<file path="config.mk">
export PLATFORM = sky130hd
export DESIGN_NAME = rllc_reg_word
export DESIGN_NICKNAME = d
export VERILOG_FILES = /design/src/verilog/rllc_reg_word.sv
export SDC_FILE = /design/constraint.sdc
export NUM_CORES = 1
export LEC_CHECK = 0
export ABC_CLOCK_PERIOD_IN_PS = 1560
export BUFFER_PORTS_ARGS = -buffer_cell sky130_fd_sc_hd__buf_4
export CAP_MARGIN = 20
export CORE_ASPECT_RATIO = 1.5
export CORE_UTILIZATION = 50
export CTS_CLUSTER_SIZE = 25
export DETAILED_ROUTE_END_ITERATION = 12
export GPL_ROUTABILITY_DRIVEN = 0
export PLACE_DENSITY_LB_ADDON = 0.1
export RECOVER_POWER = 25
export SYNTH_ARGS = -nofsm -noshare
export SYNTH_HDL_FRONTEND = slang
export SYNTH_SLANG_ARGS = --single-unit
export TNS_END_PERCENT = 5
</file>
<file path="constraint.sdc">
create_clock -name clock_in -period 1.56 [get_ports clock_in]
set_clock_uncertainty 0.1 [all_clocks]
set_input_delay 0.234 -clock clock_in [delete_from_list [all_inputs] [get_ports clock_in]]
set_output_delay 0.234 -clock clock_in [all_outputs]
set_load 0.01 [all_outputs]
</file>
<file path="src/verilog/rllc_reg_word.sv">
// Purpose: small register-out word store for the split 36 bit limits
// Assumes: one write port, registered read
// Notes: holds the segment and total words split in halves
`timescale 1ns/1ps
module rllc_reg_word (
  input wire logic clock_in,
  input wire logic resetn_in,
  input wire logic wr_in,
  input wire logic [1:0] waddr_in,
  input wire logic [31:0] wdata_in,
  input wire logic [1:0] raddr_in,
  output logic [31:0] rdata_out,
  output logic [127:0] all_out
);
  logic [31:0] mem [4];
  logic [31:0] rdata;
  always_ff @(posedge clock_in or negedge resetn_in) begin
    if (!resetn_in) begin
      for (int i = 0; i < 4; i++) begin
        mem[i] <= 32'h0;
      end
      rdata <= 32'h0;
    end else begin
      if (wr_in) begin
        mem[waddr_in] <= wdata_in;
      end
      rdata <= mem[raddr_in];
    end
  end
  assign rdata_out = rdata;
  assign all_out = {mem[3], mem[2], mem[1], mem[0]};
endmodule // rllc_reg_word

</file>
== Yosys cells after proc, flatten, opt, wreduce, memory -nomap -nowiden ==
Index checks and enable logic that the tools add are counted.
Storage, ports and cells
  bits in writable memories: 0
  bits in latches: 0
  input port bits: 39
  logic and storage cells: 17
  output and inout port bits: 160
  memory bits (read-only): 0
  memories kept: 0
  flip-flop bits (word level): 160
Cells by class
  muxes and demuxes: 6
  bitwise gates (word level): 2
  reductions and logical operators: 1
  equal/unequal tests: 0
  shift operators: 0
  order comparisons: 3
  div/mod/pow operators: 0
  add/subtract/negate cells: 0
  multiply operators: 0
Operators with widths (number)
  bitwise mux 128 bit: 1
  2-to-1 mux 32 bit: 3
  binary-select mux 32 bit (select 2 bit): 1
  demux 32 bit (select 2 bit): 1
  greater-or-equal comparator 3 bit (second input constant): 2
  NOT 2 -> 3 bit: 2
  less-than comparator 3 x 1 -> 1 bit (second input constant): 1
  logical AND 1 bit: 1

== Longest topological paths before layout ==
Gate-level depths: netlist of run 1.
  word-level depth: 6
  depth in mapped cells: 3
  depth with buffers taken out: 2

== Least setup slack after synthesis of run 1 ==
No wires, ideal clock.
  path kind: in2reg
  start point: input raddr_in[0]
  end point: register rdata[0], in the netlist rdata_out[0]
  path buffers: 2
  cell stages on the path: 3
  setup slack: 0.232 ns
  data arrival time: 1.090 ns
  library setup time: 0.138 ns
  required time: 1.322 ns
  cells stage by stage: buf_2 buf_4 mux4_2
On the way
  word-level cells in the longest chain between the ends: 4
Ends and longest elaborated chain
  start: declaration: line 11  | input wire logic [1:0] raddr_in,
  NOT 2 -> 3 bit (not written as such): line 27  | rdata <= mem[raddr_in];
  binary-select mux 32 bit (select 2 bit): line 27
  2-to-1 mux 32 bit (not written as such) (2 in a row): line 27
  end signal: assignment: line 27
  end: declaration: line 16  | logic [31:0] rdata;
Every way passes these cells. The select of a mux whose other input is x is not followed.
A chain may end at the register's enable or synchronous reset.

== Worst setup path in the final report of run 1 ==
  start point: register mem (netlist bit all_out[0])
  end point: output all_out[0]
RTL lines
  start: declaration: line 15  | logic [31:0] mem [4];
  start signal: indexed assignment: line 25  | mem[waddr_in] <= wdata_in;
  end: declaration: line 13  | output logic [127:0] all_out
No word-level cell between the ends.

==> flow_metrics.tcl, run 1 <==
set metrics [dict create \
    outcome "finished clean" \
    antenna_found_initial 0 \
    vias_per_cell 5.356 \
    core_um2 12140 \
    grt_pass1_wl_um 23980 \
    cp-start-kind "flop" \
    critPathMaxStageDelay_ns 0.41 \
    period_share_pct 84.12 \
    tns_ns 0 \
    postLayoutCoreUtil_pct 73.39 \
    vias 4028 \
    die_w_um 93.69 \
    hp-class "in2async" \
    cap_violations 0 \
    post-dp-hpwl_um 9867 \
    die_area_um2 13070 \
    nets 625 \
    n_fill_cell 831 \
    peakVddDrop_v 0.0008721 \
    mostFrequentLayoutCell "buf_4" \
    syn_area_um2 6305 \
    clock_latency_ns 0.41 \
    final_cell_mix "171 x buf_4, 160 x dfrtp_1, 126 x mux2_2" \
    synth_cells 343 \
    grt_util_met2_pct 41.22 \
    clk_pin_slew_ns 0.07 \
    grt.busiest_layer "met2" \
    ios 199 \
    clockBufferDepth 2 \
    path_cells "buf_4" \
    critPathBufInv 1 \
    multi_input_area_um2 2206 \
    overflow 0 \
    grtUsageMet3_pct 7.213 \
    grt_start_max_net_pins 42 \
    yosysWarnings 0 \
    min_period_ns 1.312 \
    setup_viol 0 \
    cts_tree "built" \
    slew_viol_final 0 \
    numPortBuffers 198 \
    die_height_um 139.5 \
    drive_above_1_share_pct 62.44 \
    rows 49 \
    post_cts_buffers 0 \
    track_usage_pct 24.50 \
    wl_per_cell_um 19.75 \
    seq_area_frac_synth_pct 63.50 \
    power_density_nw_per_um2 1430 \
    leakage_nw 4.022 \
    critPathTopFamily "flip-flops" \
    rsz0062_at_grt "false" \
    endpoint_kind "primary output" \
    required_ns 1.23 \
    regArea_um2 4004 \
    antenna_left 0 \
    worst_pin_slew_ns 0.5000 \
    clock_sinks 160 \
    grt_pass1_vias 4399 \
    htree_levels 4 \
    syn_area_per_cell_um2 18.38 \
    yosysUniqueCellTypes 10 \
    start_util_pct 51.94 \
    cts-buffers-inserted 17 \
    crit_fanout 3 \
    finalWirelength_um 14850 \
    final_hold_viol_count 0 \
    cp.arrival_ns 0.98 \
    area_delta_synth_final_pct 41.30 \
    max_slew_margin_pct 66.67 \
    cts_root_buf "clkbuf_16" \
    dr.pass1.iters 4 \
    synth_nets 382 \
    fmax_ghz 0.7620 \
    n_antenna_cell 0 \
    drc 0 \
    ys_seq_elements 160 \
    grt_util_met1_pct 30.62 \
    slowest_stage "dfrtp_1" \
    crit_type "reg2out" \
    initialDrtViolationCount 108 \
]
## cell families after synthesis
logic type,Yosys count,synth area share (%)
buffers and inverters,19,1.687
flip-flops,160,63.50
multiplexers,160,34.29
AND/OR/NAND/NOR,4,0.5158
## state kept, by name, indices dropped and copies added (netlist names)
| register | cells |
|---|---|
| all_out | 128 |
| rdata_out | 32 |
## final cells by class
class	count	share of cell area, %
well taps	153	2.149
clock buffers	20	5.239
flip-flops and latches	160	44.94
multi-input cells	164	24.76
clock inverters	12	1.376
repair buffers	243	21.53
## per-layer routing
metal	vias up	share of wire (%)
li1	1762	-
met1	2110	38
met2	145	54
met3	11	6.1
met4	0	1.3
met5	-	0
## synthesized netlist by cell type
cell      count  area share [%]
buf_1         3            0.18
mux2_1        2            0.36
buf_2        10            0.79
nand3b_1      2            0.24
buf_4         6            0.71
mux4_2       32              11
nand3_1       1           0.079
dfrtp_1     160              64
mux2_2      126              23
nor3b_2       1            0.20
## metrics by stage
| step | hold WS, ns | total power [W] | instance area, µm² | worst slack [ns] | cells |
|---|---|---|---|---|---|
| final | 0.1758 | 0.01274 | 8909 | 0.2477 | 752 |
| after global routing | 0.1967 | 0.01331 | 8909 | 0.1315 | 752 |
| after CTS | 0.1786 | 0.01290 | 9026 | 0.2249 | 752 |
| after detailed placement | 0.05192 | 0.008774 | 8107 | 0.1065 | 687 |
| after global placement | 0.05371 | 0.008648 | 8107 | 0.1254 | 687 |
| after floorplan | -0.1616 | 0.006883 | 6305 | 0.2316 | 343 |
## timing repair
item,4_1_cts,5_1_grt
endpoints found under the hold margin,288,0
hold buffers,33,0
gates resized for setup,0,0
## report_power, final
group,switching (W),internal (W)
logic,0.00124,0.00189
clock network,0.00170,0.00236
registers,0.000579,0.00498
total,0.00351,0.00923
## path summary, 6_finish.rpt
kind,from,to,slack [ns],depth (start not counted)
worst max-delay path,all_out[0],all_out[0],0.25,1
worst min-delay path,resetn_in,rdata_out[6],0.18,2
worst max register to register,all_out[106],rdata_out[10],0.43,1
worst min register to register,all_out[71],all_out[71],0.43,1
max in group asynchronous,resetn_in,all_out[19],0.31,3
min in group clock_in,raddr_in[0],rdata_out[31],0.27,3
Power figures use the tool's default switching activity.
==> inputs of run 2 (changes only) <==
Settings changed: ABC_AREA from default to 1, ABC_CLOCK_PERIOD_IN_PS 1560 to 1200, CORE_UTILIZATION 50 to 48.
Clock period 1.56 ns to 1.2 ns, I/O delays scaled along.
==> flow_metrics.tcl, run 2 <==
set metrics [dict create \
    final_hold_viol_count 0 \
    final_cell_mix "383 x nand2_1, 161 x inv_1, 160 x buf_6" \
    seq_area_frac_synth_pct 53.31 \
    post-dp-hpwl_um 15090 \
    n_fill_cell 1201 \
    ios 199 \
    clk_pin_slew_ns 0.06 \
    die_area_um2 16160 \
    initialDrtViolationCount 304 \
    synth_flop_cell "dfrtp_1" \
    intPower_w 0.01239 \
    drive_above_1_share_pct 22.25 \
    cp-start-kind "flop" \
    r2r_start "all_out[17]" \
    cts_tree "built" \
    async_flop_share_pct 100.0 \
    preCtsSetupSlack_ns 0.07309 \
    rows 55 \
    dr.pass1.iters 5 \
    fmax_ghz 0.7785 \
    grt_pass1_wl_um 37290 \
    overflow 0 \
    vias 7306 \
    switchingPower_w 0.005209 \
    n_antenna_cell 0 \
    critPathMaxStageDelay_ns 0.44 \
    drc 0 \
    wl_per_cell_um 16.47 \
    rsz0062_at_grt "true" \
    grt_pass1_vias 7141 \
    track_usage_pct 29.79 \
    ys_seq_elements 160 \
    worst_pin_slew_ns 0.6790 \
    rr_endpoint "rdata_out[17]" \
    start_util_pct 49.39 \
    mostFrequentLayoutCell "nand2_1" \
    path_cells "buf_6" \
    core_um2 15210 \
    critPathTopFamily "flip-flops" \
    crit_type "reg2out" \
    crit_fanout 2 \
    clock_latency_ns 0.42 \
    endpoint_kind "primary output" \
    p_seq_share_pct 40.4 \
    synthTopCellsByCount "384 x nand2_1, 161 x inv_1, 160 x dfrtp_1, 96 x nand3_1, 64 x nand4_1" \
    worst_hold_path.endpoint "all_out[101]" \
    nets 1244 \
    clockBufferDepth 2 \
    die_w_um 104.1 \
    worst_r2r_path_depth 6 \
    synth_nets 1007 \
    yosys.area.top_type_share_pct 53.31 \
    yosysWarnings 0 \
    synth-edff-count 0 \
    largest_register_ffs 128 \
    synthTopCellsByArea "dfrtp_1 53%, nand2_1 19%, inv_1 8.0%" \
    comb_power_share_pct 25.9 \
    grt_start_max_net_pins 57 \
    synth_cells 968 \
    min_period_ns 1.285 \
    finalWirelength_um 23330 \
    slew_viol_final 0 \
    cts-buffers-inserted 17 \
    setup_viol 132 \
    place_area_um2 9336 \
    p_sw_share_pct 29.60 \
    clock_sinks 160 \
    outcome "finished with violations" \
    pwr-share-clk_pct 33.7 \
    critPathBufInv 1 \
    violations "setup timing" \
    peakVddDrop_v 0.0008627 \
    power_density_nw_per_um2 1608 \
    numPortBuffers 198 \
    antenna_found_initial 0 \
    slowest_stage "dfrtp_1" \
    hp-class "in2reg" \
    reg2reg_slack_ns 0.06 \
    syn_area_um2 7511 \
    cp.arrival_ns 1.00 \
    min_delay_path_depth 4 \
    required_ns 0.92 \
    max_slew_margin_pct 54.73 \
    syn_area_per_cell_um2 7.759 \
    antenna_left 0 \
    hp-start "wr_in" \
    cts_root_buf "clkbuf_16" \
    design_area_um2 10940 \
    yosysMostFrequentCell "nand2_1" \
    cap_violations 0 \
    setup_ws_ns -0.08451 \
    yosysUniqueCellTypes 15 \
    period_share_pct 107.0 \
    area_delta_synth_final_pct 45.69 \
    htree_levels 4 \
    yosysTopAreaCell "dfrtp_1" \
    leakage_nw 6.042 \
    die_height_um 155.2 \
    vias_per_cell 5.156 \
]
## run 2: cell count changes after synthesis, moves of 8 or more
cell and delta:
buf_2 +33, clkbuf_1 +8, inv_1 +161, mux2_2 -126, mux4_2 -32, nand2_1 +384
nand3_1 +95, nand4_1 +64, o21ai_1 +32
## run 2: what timing repair did
action	CTS	global route
setup buffers	8	4
hold buffers	34	0
endpoints found under the hold margin	294	0
resized for setup	158	4
setup endpoints to repair	157	161
## run 2: cells by family (layout without fill, tap and decap cells)
| family | count (synthesis) | after routing | synth area share (%) |
|---|---|---|---|
| AND/OR/NAND/NOR | 549 | 549 | 31.65 |
| buffers and inverters | 227 | 477 | 12.91 |
| flip-flops | 160 | 160 | 53.31 |
| AO/OA/AOI/OAI | 32 | 32 | 2.132 |
## run 2: area by class of cell
cell class	count	area (µm²)	share of cell area, %
clock buffers	20	436.7	3.990
clock inverters	12	207.7	1.898
inverters	164	615.6	5.625
multi-input cells	581	2540	23.21
flip-flops and latches	160	4005	36.60
well taps	199	249.0	2.275
repair buffers	281	2889	26.40
## run 2: how the worst max path moves through the flow
stage                       startpoint      endpoint  slack, ns  cells past startpoint
after detailed placement   waddr_in[1]   all_out[14]       0.07                      6
after floorplan            waddr_in[0]   all_out[10]       0.19                      6
final                     all_out[121]  all_out[121]      -0.08                      1
after global placement     waddr_in[1]   all_out[14]       0.13                      6
after CTS                  all_out[89]   all_out[89]       -0.1                      1
after global routing      all_out[121]  all_out[121]      -0.11                      1
## run 2: through the flow
step | util (%) | power (W) | instances | hold slack [ns] | setup TNS [ns]
2_1_floorplan | - | 0.008695 | 968 | -0.2156 | 0
3_3_place_gp | 61.39 | 0.01084 | 1339 | -0.04417 | 0
3_5_place_dp | 61.39 | 0.01091 | 1339 | -0.04496 | 0
4_1_cts | 72.14 | 0.01768 | 1413 | 0.08917 | -7.352
5_1_grt | 71.95 | 0.01847 | 1417 | 0.1759 | -10.98
6_report | 71.95 | 0.01760 | 1417 | 0.1831 | -5.101
## run 2: power by group through the flow
stage	Clock, W	Sequential [W]	Combinational, W
after floorplan	0	0.00728	0.00142
after global placement	0	0.00705	0.00379
after detailed placement	0	0.00704	0.00387
after CTS	0.00602	0.00710	0.00456
after global routing	0.00627	0.00720	0.00500
final	0.00593	0.00711	0.00456
## run 2: metal layers
metal  track usage (%)  vias up  share of wire, %
met5                 0        -                 0
met4             14.97        0               3.6
met3             5.949       65               6.2
met2             52.38      319                52
met1             34.53     3473                38
li1                  -     3449                 -
